[config.mk]
export PLATFORM = sky130hd
export DESIGN_NAME = uci_channel_irq
export DESIGN_NICKNAME = d
export VERILOG_FILES = /design/src/uci_pkg.sv /design/src/uci_tmo_if.sv /design/src/uci_channel_irq.sv /design/src/uci_rx_timeout.sv
export VERILOG_INCLUDE_DIRS = /design/src
export SDC_FILE = /design/constraint.sdc
export NUM_CORES = 1
export LEC_CHECK = 0
export BUFFER_PORTS_ARGS = -buffer_cell sky130_fd_sc_hd__buf_4
export CAP_MARGIN = 5
export CORE_ASPECT_RATIO = 1.1
export CORE_MARGIN = 1
export CORE_UTILIZATION = 51
export DETAILED_ROUTE_END_ITERATION = 10
export PLACE_DENSITY = 0.81
export SYNTH_ARGS = -nofsm -noshare
export SYNTH_HDL_FRONTEND = slang
export SYNTH_SLANG_ARGS = --single-unit
export TNS_END_PERCENT = 10
[constraint.sdc]
create_clock -name REF_CLK_I -period 1.8 [get_ports REF_CLK_I]
set_input_delay 0.18 -clock REF_CLK_I [delete_from_list [all_inputs] [get_ports REF_CLK_I]]
set_output_delay 0.18 -clock REF_CLK_I [all_outputs]
set_load 0.005 [all_outputs]
[src/uci_defs.svh]
// Register indices, field positions, source codes and timer figures for the channel interrupt logic
`ifndef UCI_DEFS_SVH
`define UCI_DEFS_SVH

// Register indices (byte address is four times the index)
`define UCI_IDX_HOLDING   5'h00
`define UCI_IDX_MASK      5'h01
`define UCI_IDX_SOURCE    5'h02
`define UCI_IDX_LINE      5'h05
`define UCI_IDX_MODEM     5'h06
`define UCI_IDX_CTRL      5'h10

// Interrupt mask bit positions
`define UCI_M_RXD         0
`define UCI_M_TXR         1
`define UCI_M_LS          2
`define UCI_M_MS          3
`define UCI_M_FLOW        5
`define UCI_M_RTS         6
`define UCI_M_CTS         7
`define UCI_M_ENH_LSB     5

// Control register bit positions
`define UCI_C_FIFO_EN     0
`define UCI_C_ENH         1
`define UCI_C_RS485       2
`define UCI_C_FLOW_SEL    3

// Reset values
`define UCI_MASK_RESET    8'h00
`define UCI_CTRL_RESET    4'h0

// Interrupt source codes, bits 5:0 of the source register
`define UCI_CODE_LS       6'h06
`define UCI_CODE_RXD      6'h04
`define UCI_CODE_TMO      6'h0c
`define UCI_CODE_TX       6'h02
`define UCI_CODE_MS       6'h00
`define UCI_CODE_FLOW     6'h10
`define UCI_CODE_PIN      6'h20
`define UCI_CODE_NONE     6'h01

// Receive time-out: characters plus extra bit times
`define UCI_TMO_CHARS     8'h04
`define UCI_TMO_EXTRA     8'h0c

`endif

[src/uci_pkg.sv]
// Types shared by the channel interrupt logic
package uci_pkg;
    typedef enum logic {UCI_IDLE, UCI_ANSWER} uci_bus_e;
    typedef logic [5:0] uci_code_t;
endpackage : uci_pkg

[src/uci_tmo_if.sv]
// Link between the interrupt logic and its receive time-out timer
`timescale 1ns/1ps
interface uci_tmo_if;
    logic       bit_tick;
    logic [3:0] char_bits;
    logic       waiting;
    logic       restart;
    logic       expired;
    modport timer (input bit_tick, input char_bits, input waiting, input restart, output expired);
    modport user  (output bit_tick, output char_bits, output waiting, output restart, input expired);
endinterface : uci_tmo_if

[src/uci_channel_irq.sv]
// UART channel interrupt enable, priority, source code and clearing logic behind an APB slave
//
// Behaviour
// - Receive data interrupt: holding full in plain mode, trigger level in FIFO mode.
// - FIFO mode receive interrupt and code hold while level is at or above trigger.
// - Data ready sets on each character push, clears when receive FIFO empties.
// - Line status bits: overrun, top byte errors, transmit empties, any FIFO error.
// - With enhanced unlocked and mask bit 7, clear-to-send rising edge interrupts.
// - With enhanced unlocked and mask bit 6, request-to-send rising edge interrupts.
// - With enhanced unlocked and mask bit 5, Xoff reception interrupts; bit 4 reserved.
// - Modem interrupt when any of four modem delta bits becomes set.
// - Line status interrupt at errored stop bit, again when errored byte reaches top.
// - Errored byte behind a clean top byte shows only the FIFO error flag.
// - Transmit interrupt on empty; FIFO mode below trigger and again on empty.
// - Half-duplex mode withholds second transmit interrupt until shift register empties too.
// - Source register shows highest pending source; lower ones stay queued.
// - FIFO mode receive time-out after four characters plus twelve bits with data waiting.
// - Flow character interrupt on received Xon, Xoff or special character.
// - Pin change interrupt on rising flow pins, pair picked by selection bit.
// - Line status read clears line interrupt; modem read clears modem and pin ones.
// - Holding read clears time-out; receive data clears only below trigger.
// - Transmit interrupt clears on a source register read showing it or a holding register write.
// - Xon/Xoff clear on a source read showing them; special also clears on next character.
// - Six-bit priority codes from line status highest to pin change lowest.
// - Source bit 0 reads 0 while pending, 1 when idle, 1 from reset.
// - Source register top two bits read 1 with FIFOs enabled, else 0.
//
// The APB interface to the registers and the register offsets are this design's own decisions.
`timescale 1ns/1ps
`include "uci_defs.svh"
module uci_channel_irq import uci_pkg::*; #(
    parameter int LVL_W = 5
) (
    // Clock and reset
    input  wire logic             REF_CLK_I,
    input  wire logic             NRST_I,
    // APB slave
    input  wire logic             PSEL_I,
    input  wire logic             PENABLE_I,
    input  wire logic             PWRITE_I,
    input  wire logic [6:0]       PADDR_I,
    input  wire logic [31:0]      PWDATA_I,
    output logic      [31:0]      PRDATA_O,
    output logic                  PREADY_O,
    output logic                  PSLVERR_O,
    // Receive path status
    input  wire logic [7:0]       RX_DATA_I,
    input  wire logic [LVL_W-1:0] RX_LEVEL_I,
    input  wire logic [LVL_W-1:0] RX_TRIG_I,
    input  wire logic             RX_PUSH_I,
    input  wire logic             RX_ERR_STOP_I,
    input  wire logic             TOP_NEW_I,
    input  wire logic [2:0]       TOP_ERR_I,
    input  wire logic             OVERRUN_I,
    input  wire logic             FIFO_ERR_I,
    input  wire logic             BIT_TICK_I,
    input  wire logic [3:0]       CHAR_BITS_I,
    // Transmit path status
    input  wire logic [LVL_W-1:0] TX_LEVEL_I,
    input  wire logic [LVL_W-1:0] TX_TRIG_I,
    input  wire logic             TX_SHIFT_EMPTY_I,
    // Flow control and modem detectors
    input  wire logic             XON_DET_I,
    input  wire logic             XOFF_DET_I,
    input  wire logic             SPECIAL_DET_I,
    input  wire logic [3:0]       MODEM_DELTA_I,
    input  wire logic [3:0]       MODEM_STATE_I,
    input  wire logic             RTS_LEVEL_I,
    input  wire logic             DTR_LEVEL_I,
    // Asynchronous flow pins
    input  wire logic             CTS_PIN_N_I,
    input  wire logic             DSR_PIN_N_I,
    // Data path strobes and interrupt request
    output logic                  RX_POP_O,
    output logic                  TX_PUSH_O,
    output logic      [7:0]       TX_DATA_O,
    output logic                  IRQ_O
);
    uci_tmo_if tmo ();

    uci_bus_e         bus_st;
    logic [7:0]       mask;
    logic [3:0]       ctrl;
    uci_code_t        shown_code;
    logic             data_ready;
    logic             ls_flag, tmo_flag, tx_flag;
    logic [3:0]       ms_delta;
    logic             xon_flag, xoff_flag, spc_flag;
    logic             cts_flag, rts_flag;
    logic [1:0]       pin_s1, pin_s2, pin_q;
    logic             out_q;
    logic [LVL_W-1:0] tx_lvl_q;
    logic             tx_all_q;

    logic fifo_en, enh, rs485, flow_sel;
    logic acc_done, rd_done, wr_done;
    logic rd_holding, rd_source, rd_line, rd_modem, wr_holding;
    logic tx_all_empty, tx_ev, in_rise, out_rise;
    logic ls_set, rxd_lvl;
    logic [6:0] pend;
    uci_code_t  cur_code;
    logic [7:0] line_status;
    logic       next_ls, next_tmo, next_tx, next_dr;

    // Register hit on a word-aligned index
    function automatic logic hit(input logic [6:0] addr, input logic [4:0] idx);
        hit = (addr == {idx, 2'b00});
    endfunction : hit

    // Highest-priority pending source to its code
    function automatic uci_code_t encode(input logic [6:0] p);
        if (p[0])      encode = `UCI_CODE_LS;
        else if (p[1]) encode = `UCI_CODE_RXD;
        else if (p[2]) encode = `UCI_CODE_TMO;
        else if (p[3]) encode = `UCI_CODE_TX;
        else if (p[4]) encode = `UCI_CODE_MS;
        else if (p[5]) encode = `UCI_CODE_FLOW;
        else if (p[6]) encode = `UCI_CODE_PIN;
        else           encode = `UCI_CODE_NONE;
    endfunction : encode

    // Control fields
    assign fifo_en  = ctrl[`UCI_C_FIFO_EN];
    assign enh      = ctrl[`UCI_C_ENH];
    assign rs485    = ctrl[`UCI_C_RS485];
    assign flow_sel = ctrl[`UCI_C_FLOW_SEL];

    // Completed transfers and their side-effect strobes
    assign acc_done   = PSEL_I && PENABLE_I && PREADY_O;
    assign rd_done    = acc_done && !PWRITE_I;
    assign wr_done    = acc_done && PWRITE_I;
    assign rd_holding = rd_done && hit(PADDR_I, `UCI_IDX_HOLDING);
    assign rd_source  = rd_done && hit(PADDR_I, `UCI_IDX_SOURCE);
    assign rd_line    = rd_done && hit(PADDR_I, `UCI_IDX_LINE);
    assign rd_modem   = rd_done && hit(PADDR_I, `UCI_IDX_MODEM);
    assign wr_holding = wr_done && hit(PADDR_I, `UCI_IDX_HOLDING);

    // Line status view of the top byte
    assign tx_all_empty = (TX_LEVEL_I == '0) && TX_SHIFT_EMPTY_I;
    assign line_status  = {FIFO_ERR_I, tx_all_empty, TX_LEVEL_I == '0, TOP_ERR_I, OVERRUN_I, data_ready};

    // Transmit events: below trigger, then empty or fully drained
    always_comb begin
        if (!fifo_en) begin
            tx_ev = (tx_lvl_q != '0) && (TX_LEVEL_I == '0);
        end else if (rs485) begin
            tx_ev = ((tx_lvl_q >= TX_TRIG_I) && (TX_LEVEL_I < TX_TRIG_I))
                  || (tx_all_empty && !tx_all_q);
        end else begin
            tx_ev = ((tx_lvl_q >= TX_TRIG_I) && (TX_LEVEL_I < TX_TRIG_I))
                  || ((tx_lvl_q != '0) && (TX_LEVEL_I == '0));
        end
    end

    // Flow pin rising edges, pair chosen by the selection bit
    assign in_rise  = flow_sel ? (pin_s2[1] && !pin_q[1]) : (pin_s2[0] && !pin_q[0]);
    assign out_rise = (flow_sel ? DTR_LEVEL_I : RTS_LEVEL_I) && !out_q;

    // Source conditions gated by the mask
    assign ls_set  = RX_ERR_STOP_I || (TOP_NEW_I && (TOP_ERR_I != 3'h0));
    assign rxd_lvl = fifo_en ? (RX_LEVEL_I >= RX_TRIG_I) : (RX_LEVEL_I != '0);
    assign pend[0] = ls_flag && mask[`UCI_M_LS];
    assign pend[1] = rxd_lvl && mask[`UCI_M_RXD];
    assign pend[2] = tmo_flag && mask[`UCI_M_RXD];
    assign pend[3] = tx_flag && mask[`UCI_M_TXR];
    assign pend[4] = (ms_delta != 4'h0) && mask[`UCI_M_MS];
    assign pend[5] = (xon_flag || xoff_flag || spc_flag) && mask[`UCI_M_FLOW] && enh;
    assign pend[6] = ((cts_flag && mask[`UCI_M_CTS]) || (rts_flag && mask[`UCI_M_RTS])) && enh;
    assign cur_code = encode(pend);

    // Time-out timer hookup
    assign tmo.bit_tick  = BIT_TICK_I;
    assign tmo.char_bits = CHAR_BITS_I;
    assign tmo.waiting   = fifo_en && (RX_LEVEL_I != '0);
    assign tmo.restart   = RX_PUSH_I || rd_holding;

    uci_rx_timeout #(.CNT_W(8)) u_timeout (
        .clk_i   (REF_CLK_I),
        .rst_n_i (NRST_I),
        .tif     (tmo.timer)
    );

    // APB answer: ready one cycle into the access phase
    always_ff @(posedge REF_CLK_I or negedge NRST_I) begin
        if (!NRST_I) begin
            bus_st     <= UCI_IDLE;
            PREADY_O   <= 1'b0;
            PSLVERR_O  <= 1'b0;
            PRDATA_O   <= 32'h0000_0000;
            shown_code <= `UCI_CODE_NONE;
        end else begin
            case (bus_st)
                UCI_IDLE: begin
                    if (PSEL_I && PENABLE_I) begin
                        bus_st     <= UCI_ANSWER;
                        PREADY_O   <= 1'b1;
                        PSLVERR_O  <= 1'b0;
                        PRDATA_O   <= 32'h0000_0000;
                        shown_code <= cur_code;
                        if (hit(PADDR_I, `UCI_IDX_HOLDING)) begin
                            PRDATA_O[7:0] <= PWRITE_I ? 8'h00 : RX_DATA_I;
                        end else if (hit(PADDR_I, `UCI_IDX_MASK)) begin
                            PRDATA_O[7:0] <= mask;
                        end else if (hit(PADDR_I, `UCI_IDX_SOURCE)) begin
                            PRDATA_O[7:0] <= {fifo_en, fifo_en, cur_code};
                            PSLVERR_O     <= PWRITE_I;
                        end else if (hit(PADDR_I, `UCI_IDX_LINE)) begin
                            PRDATA_O[7:0] <= line_status;
                            PSLVERR_O     <= PWRITE_I;
                        end else if (hit(PADDR_I, `UCI_IDX_MODEM)) begin
                            PRDATA_O[7:0] <= {MODEM_STATE_I, ms_delta};
                            PSLVERR_O     <= PWRITE_I;
                        end else if (hit(PADDR_I, `UCI_IDX_CTRL)) begin
                            PRDATA_O[3:0] <= ctrl;
                        end else begin
                            PSLVERR_O <= 1'b1;
                        end
                    end
                end
                UCI_ANSWER: begin
                    bus_st    <= UCI_IDLE;
                    PREADY_O  <= 1'b0;
                    PSLVERR_O <= 1'b0;
                end
                default: begin
                    bus_st   <= UCI_IDLE;
                    PREADY_O <= 1'b0;
                end
            endcase
        end
    end

    // Software-written mask and control; enhanced bits locked unless unlocked
    always_ff @(posedge REF_CLK_I or negedge NRST_I) begin
        if (!NRST_I) begin
            mask <= `UCI_MASK_RESET;
            ctrl <= `UCI_CTRL_RESET;
        end else if (wr_done) begin
            if (hit(PADDR_I, `UCI_IDX_MASK)) begin
                mask[3:0] <= PWDATA_I[3:0];
                mask[4]   <= 1'b0;
                mask[7:5] <= enh ? PWDATA_I[7:5] : 3'h0;
            end
            if (hit(PADDR_I, `UCI_IDX_CTRL)) begin
                ctrl <= PWDATA_I[3:0];
            end
        end else if (!enh) begin
            mask[7:5] <= 3'h0;
        end
    end

    // Holding register strobes towards the data path
    always_ff @(posedge REF_CLK_I or negedge NRST_I) begin
        if (!NRST_I) begin
            RX_POP_O  <= 1'b0;
            TX_PUSH_O <= 1'b0;
            TX_DATA_O <= 8'h00;
        end else begin
            RX_POP_O  <= rd_holding;
            TX_PUSH_O <= wr_holding;
            if (wr_holding) begin
                TX_DATA_O <= PWDATA_I[7:0];
            end
        end
    end

    // Two-stage synchronisers and edge history
    always_ff @(posedge REF_CLK_I or negedge NRST_I) begin
        if (!NRST_I) begin
            pin_s1   <= 2'h0;
            pin_s2   <= 2'h0;
            pin_q    <= 2'h0;
            out_q    <= 1'b0;
            tx_lvl_q <= '0;
            tx_all_q <= 1'b1;
        end else begin
            pin_s1   <= {DSR_PIN_N_I, CTS_PIN_N_I};
            pin_s2   <= pin_s1;
            pin_q    <= pin_s2;
            out_q    <= flow_sel ? DTR_LEVEL_I : RTS_LEVEL_I;
            tx_lvl_q <= TX_LEVEL_I;
            tx_all_q <= tx_all_empty;
        end
    end

    // Next values for sticky flags; a set always beats a clear
    assign next_ls  = ls_set || (ls_flag && !rd_line);
    assign next_tmo = tmo.expired || (tmo_flag && !rd_holding);
    assign next_tx  = tx_ev || (tx_flag && !(wr_holding || (rd_source && shown_code == `UCI_CODE_TX)));
    assign next_dr  = RX_PUSH_I || (data_ready && RX_LEVEL_I != '0);

    // Receive, line and transmit flags
    always_ff @(posedge REF_CLK_I or negedge NRST_I) begin
        if (!NRST_I) begin
            ls_flag    <= 1'b0;
            tmo_flag   <= 1'b0;
            tx_flag    <= 1'b0;
            data_ready <= 1'b0;
        end else begin
            ls_flag    <= next_ls;
            tmo_flag   <= next_tmo;
            tx_flag    <= next_tx;
            data_ready <= next_dr;
        end
    end

    // Modem deltas and flow pin change flags
    always_ff @(posedge REF_CLK_I or negedge NRST_I) begin
        if (!NRST_I) begin
            ms_delta <= 4'h0;
            cts_flag <= 1'b0;
            rts_flag <= 1'b0;
        end else begin
            ms_delta <= MODEM_DELTA_I | (rd_modem ? 4'h0 : ms_delta);
            cts_flag <= in_rise || (cts_flag && !rd_modem);
            rts_flag <= out_rise || (rts_flag && !rd_modem);
        end
    end

    // Flow character flags cleared by a source register read showing them
    always_ff @(posedge REF_CLK_I or negedge NRST_I) begin
        if (!NRST_I) begin
            xon_flag  <= 1'b0;
            xoff_flag <= 1'b0;
            spc_flag  <= 1'b0;
        end else begin
            xon_flag  <= XON_DET_I || (xon_flag && !(rd_source && shown_code == `UCI_CODE_FLOW));
            xoff_flag <= XOFF_DET_I || (xoff_flag && !(rd_source && shown_code == `UCI_CODE_FLOW));
            spc_flag  <= SPECIAL_DET_I
                      || (spc_flag && !RX_PUSH_I && !(rd_source && shown_code == `UCI_CODE_FLOW));
        end
    end

    // Single request line
    always_ff @(posedge REF_CLK_I or negedge NRST_I) begin
        if (!NRST_I) begin
            IRQ_O <= 1'b0;
        end else begin
            IRQ_O <= (pend != 7'h00);
        end
    end

    AST_IRQ_IDLE: assert property (@(posedge REF_CLK_I) disable iff (!NRST_I)
        (cur_code == `UCI_CODE_NONE) |=> !IRQ_O)
        else $error("request high with nothing pending");
    AST_LS_FIRST: assert property (@(posedge REF_CLK_I) disable iff (!NRST_I)
        pend[0] |-> cur_code == `UCI_CODE_LS)
        else $error("line status not reported first");
    AST_RXD_HOLD: assert property (@(posedge REF_CLK_I) disable iff (!NRST_I)
        (fifo_en && mask[`UCI_M_RXD] && !pend[0] && RX_LEVEL_I >= RX_TRIG_I) |-> cur_code == `UCI_CODE_RXD)
        else $error("receive data code missing at trigger");
    AST_LS_CLEAR: assert property (@(posedge REF_CLK_I) disable iff (!NRST_I)
        (rd_line && !ls_set) |=> !ls_flag)
        else $error("line status read did not clear");
    AST_TMO_CLEAR: assert property (@(posedge REF_CLK_I) disable iff (!NRST_I)
        (rd_holding && !tmo.expired) |=> !tmo_flag)
        else $error("holding read did not clear time-out");
    AST_TX_CLEAR: assert property (@(posedge REF_CLK_I) disable iff (!NRST_I)
        (wr_holding && !tx_ev) |=> !tx_flag)
        else $error("holding write did not clear transmit");
    AST_TOP_BITS: assert property (@(posedge REF_CLK_I) disable iff (!NRST_I)
        rd_source |-> PRDATA_O[7:6] == {2{fifo_en}})
        else $error("source top bits wrong");
    AST_NONE_BIT: assert property (@(posedge REF_CLK_I) disable iff (!NRST_I)
        rd_source |-> PRDATA_O[0] == (shown_code == `UCI_CODE_NONE))
        else $error("pending bit wrong");
    AST_DR_SET: assert property (@(posedge REF_CLK_I) disable iff (!NRST_I)
        RX_PUSH_I |=> line_status[0])
        else $error("data ready not set");
    AST_CTS_EDGE: assert property (@(posedge REF_CLK_I) disable iff (!NRST_I)
        (!flow_sel && pin_s2[0] && !pin_q[0]) |=> cts_flag)
        else $error("clear-to-send edge lost");
    AST_MS_SET: assert property (@(posedge REF_CLK_I) disable iff (!NRST_I)
        (MODEM_DELTA_I != 4'h0) |=> (ms_delta != 4'h0))
        else $error("modem delta lost");
    AST_SPC_CLEAR: assert property (@(posedge REF_CLK_I) disable iff (!NRST_I)
        (spc_flag && RX_PUSH_I && !SPECIAL_DET_I) |=> !spc_flag)
        else $error("special not cleared by next character");

    COV_LS:  cover property (@(posedge REF_CLK_I) disable iff (!NRST_I) pend[0] && IRQ_O);
    COV_TX:  cover property (@(posedge REF_CLK_I) disable iff (!NRST_I) rd_source && shown_code == `UCI_CODE_TX);
    COV_PIN: cover property (@(posedge REF_CLK_I) disable iff (!NRST_I) cur_code == `UCI_CODE_PIN);
endmodule : uci_channel_irq

[src/uci_rx_timeout.sv]
// Receive time-out timer counting character and bit times
`timescale 1ns/1ps
`include "uci_defs.svh"
module uci_rx_timeout import uci_pkg::*; #(
    parameter int CNT_W = 8
) (
    input wire logic clk_i,
    input wire logic rst_n_i,
    uci_tmo_if.timer tif
);
    logic [CNT_W-1:0] count;
    logic [CNT_W-1:0] limit;

    // Delay of four characters plus twelve bits
    assign limit = CNT_W'(`UCI_TMO_CHARS * {4'h0, tif.char_bits} + `UCI_TMO_EXTRA);

    // Bit-time counter, held at the limit once reached
    always_ff @(posedge clk_i or negedge rst_n_i) begin
        if (!rst_n_i) begin
            count       <= '0;
            tif.expired <= 1'b0;
        end else if (tif.restart || !tif.waiting) begin
            count       <= '0;
            tif.expired <= 1'b0;
        end else begin
            if (tif.bit_tick && count != limit) begin
                count <= count + CNT_W'(1);
            end
            tif.expired <= tif.bit_tick && (count == limit - CNT_W'(1));
        end
    end

    AST_TMO_LIMIT: assert property (@(posedge clk_i) disable iff (!rst_n_i)
        tif.expired |-> ($past(count) == limit - CNT_W'(1)) && $past(tif.bit_tick))
        else $error("time-out fired at the wrong count");
    COV_TMO: cover property (@(posedge clk_i) disable iff (!rst_n_i) tif.expired);
endmodule : uci_rx_timeout

## After elaboration in Yosys (flattened, before gate mapping)

Index checks and enable logic that the tools add are counted.

| storage, ports and cells | value |
|---|---|
| memories kept | 0 |
| latch bits | 0 |
| input port bits | 101 |
| flip-flop bits (word level) | 74 |
| memory bits (read-only) | 0 |
| memory bits (writable) | 0 |
| output and inout port bits | 45 |

| operators by class | value |
|---|---|
| reductions and logical operators | 84 |
| eq/ne operators | 12 |
| $mul | 0 |
| shifts and indexed selects | 0 |
| $lt $le $gt $ge | 3 |
| add/sub/neg operators | 3 |
| bitwise operators | 2 |
| multiplexer cells | 40 |
| div/mod/pow operators | 0 |

Operator list:

| cell | count |
|---|---|
| $mux W8 | 8 |
| $logic_and A1 B1 Y1 | 42 |
| $mux W6 | 7 |
| $logic_or A1 B1 Y1 | 18 |
| $mux W4 | 4 |
| $mux W1 | 15 |
| $eq A7 B5 Y1 const B | 2 |
| $logic_not A1 Y1 | 12 |
| $ge A5 B5 Y1 | 2 |
| $reduce_bool A5 Y1 | 2 |
| $mux W3 | 3 |
| $add A8 B1 Y8 const B | 1 |
| $eq A8 B8 Y1 | 1 |
| $ne A8 B8 Y1 | 1 |
| $reduce_and A2 Y1 | 4 |
| $sub A8 B1 Y8 const B | 1 |
| $add A6 B4 Y7 const B | 1 |
| $eq A7 B3 Y1 const B | 1 |
| $eq A7 B4 Y1 const B | 1 |
| $eq A7 B7 Y1 const B | 1 |
| $logic_not A7 Y1 | 1 |
| $reduce_bool A7 Y1 | 1 |
| $eq A6 B2 Y1 const B | 1 |
| $eq A6 B5 Y1 const B | 1 |
| other kinds (10) | 13 |

## Logic depth before layout (Yosys ltp)

| logic depth | value |
|---|---|
| depth after elaboration | 13 |
| depth in mapped cells | 8 |
| gate-level depth less buffers | 7 |

## By module

Synthesis repeated with hierarchy kept, for this count alone.

| second synthesis, totals | value |
|---|---|
| cell total of the unflattened synthesis | 448 |
| area total of the unflattened synthesis | 4,568.1 um^2 |

Modules (own cells, without submodules):

| module | area an instance (um^2) | cells each | instances | seq. area each (um^2) |
|---|---|---|---|---|
| uci_channel_irq | 3,643.5 | 341 | 1 | 1,629.1 |
| uci_rx_timeout | 924.6 | 107 | 1 | 225.2 |

## Worst setup path after synthesis

Ideal clock, no wire load.

| path | value |
|---|---|
| path type | input port to flip-flop |
| start | input CHAR_BITS_I[0] |
| end | register u_timeout.tif.expired |
| buffers on the path | 1 |
| slack | -0.028 ns |
| cell stages on the path | 7 |
| library setup time | 0.095 ns |
| arrival | 1.732 ns |
| data required time | 1.705 ns |
| cells stage by stage | buf_2 inv_1 ha_1 xnor2_1 or3_1 a2111oi_0 nor4b_2 |

| between the ends | value |
|---|---|
| word-level cells in the longest chain between the ends | 5 |

RTL lines:

| item | RTL line | RTL |
|---|---|---|
| start: declaration | uci_channel_irq.sv:57 | `input wire logic [3:0] CHAR_BITS_I,` |
| $add A6 B4 Y7 (no line) | - |  |
| $sub A8 B1 Y8 | uci_rx_timeout.sv:29 | `tif.expired <= tif.bit_tick && (count == limit - CNT_W'(1));` |
| $eq A8 B8 Y1 | uci_rx_timeout.sv:29 |  |
| $logic_and A1 B1 Y1 | uci_rx_timeout.sv:29 |  |
| $mux W1 | uci_rx_timeout.sv:22 | `end else if (tif.restart \|\| !tif.waiting) begin` |
| end signal: assignment | uci_rx_timeout.sv:29 |  |
| end: declaration | uci_tmo_if.sv:9 | `modport timer (input bit_tick, input char_bits, input waiting, input restart, output expired);` |

Every way passes these cells.
A chain may end at the register's enable or synchronous reset.

## Worst setup path in the final report

| path | value |
|---|---|
| start | register ms_delta[1] |
| end | register PRDATA_O[5] |

| between the ends | value |
|---|---|
| word-level cells in the longest chain between the ends | 10 |

RTL lines:

| item | RTL line | RTL |
|---|---|---|
| start: declaration | uci_channel_irq.sv:87 | `logic [3:0] ms_delta;` |
| start signal: assignment | uci_channel_irq.sv:314 | `ms_delta <= MODEM_DELTA_I \| (rd_modem ? 4'h0 : ms_delta);` |
| $reduce_bool A4 Y1 | uci_channel_irq.sv:166 | `` assign pend[4] = (ms_delta != 4'h0) && mask[`UCI_M_MS]; `` |
| $logic_and A1 B1 Y1 | uci_channel_irq.sv:166 |  |
| $mux W6 | uci_channel_irq.sv:116 | `` else if (p[4]) encode = `UCI_CODE_MS; `` |
| $mux W6 | uci_channel_irq.sv:115 | `` else if (p[3]) encode = `UCI_CODE_TX; `` |
| $mux W6 | uci_channel_irq.sv:114 | `` else if (p[2]) encode = `UCI_CODE_TMO; `` |
| $mux W6 | uci_channel_irq.sv:113 | `` else if (p[1]) encode = `UCI_CODE_RXD; `` |
| $mux W6 | uci_channel_irq.sv:112 | `` if (p[0]) encode = `UCI_CODE_LS; `` |
| $mux W8 | uci_channel_irq.sv:204 | `` end else if (hit(PADDR_I, `UCI_IDX_SOURCE)) begin `` |
| $mux W8 | uci_channel_irq.sv:202 | `` end else if (hit(PADDR_I, `UCI_IDX_MASK)) begin `` |
| $mux W8 | uci_channel_irq.sv:200 | `` if (hit(PADDR_I, `UCI_IDX_HOLDING)) begin `` |
| end signal: assignment | uci_channel_irq.sv:201 | `PRDATA_O[7:0] <= PWRITE_I ? 8'h00 : RX_DATA_I;` |
| end signal: assignment | uci_channel_irq.sv:203 | `PRDATA_O[7:0] <= mask;` |
| end signal: assignment | uci_channel_irq.sv:205 | `PRDATA_O[7:0] <= {fifo_en, fifo_en, cur_code};` |
| end: declaration | uci_channel_irq.sv:43 | `output logic [31:0] PRDATA_O,` |

Every way passes these cells.

==> flow_metrics.py <==
metrics = {
    "outcome": {
        "status": "complete, no violations",
    },
    "floorplan": {
        "row_count": 34,
        "pin_count": 146,
        "fp.dieH_um": 98.6,
        "initial_core_util_pct": 53.5,
        "die_w_um": 89.8,
        "core_um2": 8080,
        "die_area_um2": 8850,
    },
    "setup_path": {
        "crit_fanout": 3,
        "slowest_stage": "dfrtp_1",
        "startpoint_type": "flop",
        "worstReg2RegEnd": "PRDATA_O[5]",
        "cp.arrival_ns": 2.03,
        "crit_family": "compound AO/OA/AOI/OAI gates",
        "critPathRequiredTime_ns": 2.08,
        "crit_end": "PRDATA_O[5]",
        "critPathKind": "flop to flop",
        "r2r_slack_ns": 0.05,
        "reg2reg_from": "ms_delta[1]",
        "crit_path_cell_trace": "o41ai_2, buf_4, nand3_1, nor2b_2, o211ai_1, a221oi_2",
        "max_stage_delay_ns": 0.42,
        "end_kind": "flop",
        "worst-path-stages": 6,
        "r2r_cells": 6,
        "crit_start": "ms_delta[1]",
        "cp_num_buf_inv": 1,
    },
    "timing": {
        "fin_crit_ns": 1.75,
        "fmax_mhz": 572,
        "maxSlewHeadroom_pct": 52.7,
        "period_share_pct": 97.1,
        "rsz0062_at_grt": "yes",
        "hold_viol": 0,
        "setup_viol": 0,
        "slew_violations": 0,
        "tightestPinTransition_ns": 0.707,
        "clock_skew_ns": 0.0122,
        "finalWorstSetupSlack_ns": 0.0520,
    },
    "synthesis": {
        "async_reset_ff_share_pct": 100,
        "synth.top_cells.by_count": "72 x dfrtp_1, 27 x nand2_1, 26 x buf_4",
        "syn_area_per_cell_um2": 10.3,
        "mappedNetlistArea_um2": 4320,
        "synth.most_common_cell": "dfrtp_1",
        "synth_top_area_cell": "dfrtp_1",
        "synth-seq-area-share_pct": 42.9,
        "ys_types": 77,
        "synth_ff_type": "dfrtp_1",
        "synth_top_area_share_pct": 41.7,
        "synth_edf_count": 0,
        "yosys_warnings": 0,
        "ys_top_cells_by_area": "dfrtp_1 42%, ha_1 5.2%, buf_4 4.5%",
        "netlist_instances": 418,
        "ys_ff_latch": 74,
    },
    "grt": {
        "track_usage_pct": 26.4,
        "overflow": 0,
        "grt_pass1_vias": 3871,
        "antenna_found_initial": 0,
        "grt_max_degree": 42,
        "grt_pass1_wl_um": 18400,
    },
    "cts": {
        "insertion_delay_ns": 0.36,
        "cts_made_buffers": 9,
        "clk_pin_slew_ns": 0.10,
        "cts_tree": "done",
        "clock_path_buffers": 2,
        "clock-sinks": 74,
        "root_buffer": "clkbuf_8",
        "htreeDepth": 3,
    },
    "detailed_routing": {
        "via_per_inst": 5.57,
        "ant_nets": 0,
        "wl_per_cell_um": 16.8,
        "drt-pass1-iter-count": 5,
        "num_vias": 3760,
        "drc": 0,
        "drt_wl_total_um": 11300,
        "drt-initial-drc-count": 235,
    },
    "placed_design": {
        "globalplace.congestion": 0.881,
        "dp.cells": 643,
        "portBuffers": 97,
        "dp_slack_ns": -0.0439,
        "dpl.hpwl_um": 8450,
    },
    "cells_and_area": {
        "area_growth_pct": 32.5,
        "diodes": 0,
        "final_util_pct": 70.9,
        "layout-drive-gt1-share_pct": 33.9,
        "final_cells": 675,
        "nNetsFinal": 681,
    },
    "pwr": {
        "ir_drop_uv": 483,
        "p_per_area_nw_per_um2": 657,
        "p_leak_nw": 2.65,
    },
    "hold_path": {
        "hold_class": "input pin to flop",
    },
    "job": {
        "drv_cap": 0,
    },
}
[placed cells by master (no fill, tap or decap), types with 9 or more instances in the layout]
cell type      synthesis  final
nor2_1                22     21
conb_1                 1     24
dfrtp_1               72     72
a21oi_1               15     15
clkbuf_8               0      9
o21ai_0               20     19
ha_1                  18     17
nand3_1               13     13
inv_1                 24     24
dlygate4sd3_1          0     14
buf_4                 26    128
a21o_1                12     12
nand2_1               27     27
nand2b_1               9      9
mux2_2                14     14
xnor2_1               12     11
[layer usage]
metal  GRT usage, %  vias to the layer above  share of wire [%]
met5              0                        -                  0
li1               -                     1761                  -
met1           32.4                     1851                 42
met4           10.2                        0                2.2
met2           45.0                      121                 51
met3           6.48                       27                5.5
[cells by family (layout without fill, tap and decap cells)]
logic type / count (synthesis) / after routing / synth area share, %
buf+inv: 59 / 185 / 7.67
compound gates: 105 / 105 / 18.1
other cells: 1 / 24 / 0.0867
fa+ha+maj: 18 / 18 / 5.21
xor+xnor: 17 / 17 / 3.82
mux: 19 / 19 / 4.92
simple gates: 125 / 125 / 17.3
flops: 74 / 74 / 42.9
[worst reg2reg max path, cell delays in order (launching register included)]
cell and delay (ns):
dfrtp_1 0.42, o41ai_2 0.38, buf_4 0.18, nand3_1 0.12, nor2b_2 0.18, o211ai_1 0.14, a221oi_2 0.26
[final cells by class]
type,count,area (um2)
clock buffer,9,124
clock inverter,7,82.6
multi-input combinational,308,2300
tap,108,135
inverter,25,93.8
sequential,74,1850
timing repair buffer,144,1140
fill,608,2360
[power breakdown]
part	total, mW	switching, mW	internal (mW)
logic	0.600	0.287	0.313
registers	1.76	0.0361	1.72
clock network	1.41	0.741	0.665
total	3.76	1.06	2.70
[how the worst min path moves through the flow]
stage | slack (ns) | startpoint | cells past startpoint | to
4_1_cts | 0.002 | MODEM_DELTA_I[0] | 2 | ms_delta[0]
2_1_floorplan | -0.12 | NRST_I | 0 | IRQ_O
3_5_place_dp | 0.21 | NRST_I | 1 | PSLVERR_O
3_3_place_gp | 0.20 | NRST_I | 1 | PRDATA_O[4]
6_report | 0.01 | TOP_NEW_I | 3 | ls_flag
5_1_grt | 0.002 | MODEM_DELTA_I[0] | 2 | ms_delta[0]
[state kept, by name, indices dropped and copies added (netlist names), 2 cells and up]
register         flops
tx_lvl_q             5
u_timeout.count      8
PRDATA_O             8
ms_delta             4
mask                 7
pin_s2               2
TX_DATA_O            8
ctrl                 4
pin_s1               2
pin_q                2
shown_code           6
[what timing repair did]
action | in CTS | in global routing
gates resized for setup | 1 | 10
hold endpoints to repair | 50 | 0
pin swaps | 0 | 2
hold buffers | 14 | 0
endpoints found under the setup margin | 3 | 11
setup buffers | 0 | 2
cloned | 0 | 0
[through the flow]
step / cell area, um2 / power [mW] / TNS [ns] / hold slack (ns)
final: 5730 / 3.76 / 0 / 0.0124
after global routing: 5730 / 3.91 / -0.0693 / 0.00186
after global placement: 5310 / 2.33 / -0.0426 / 0.197
after CTS: 5670 / 3.75 / 0 / 0.00219
after floorplan: 4430 / 2.06 / 0 / -0.116
after detailed placement: 5310 / 2.35 / -0.180 / 0.205
No activity file was read; power rests on OpenSTA's default activity.
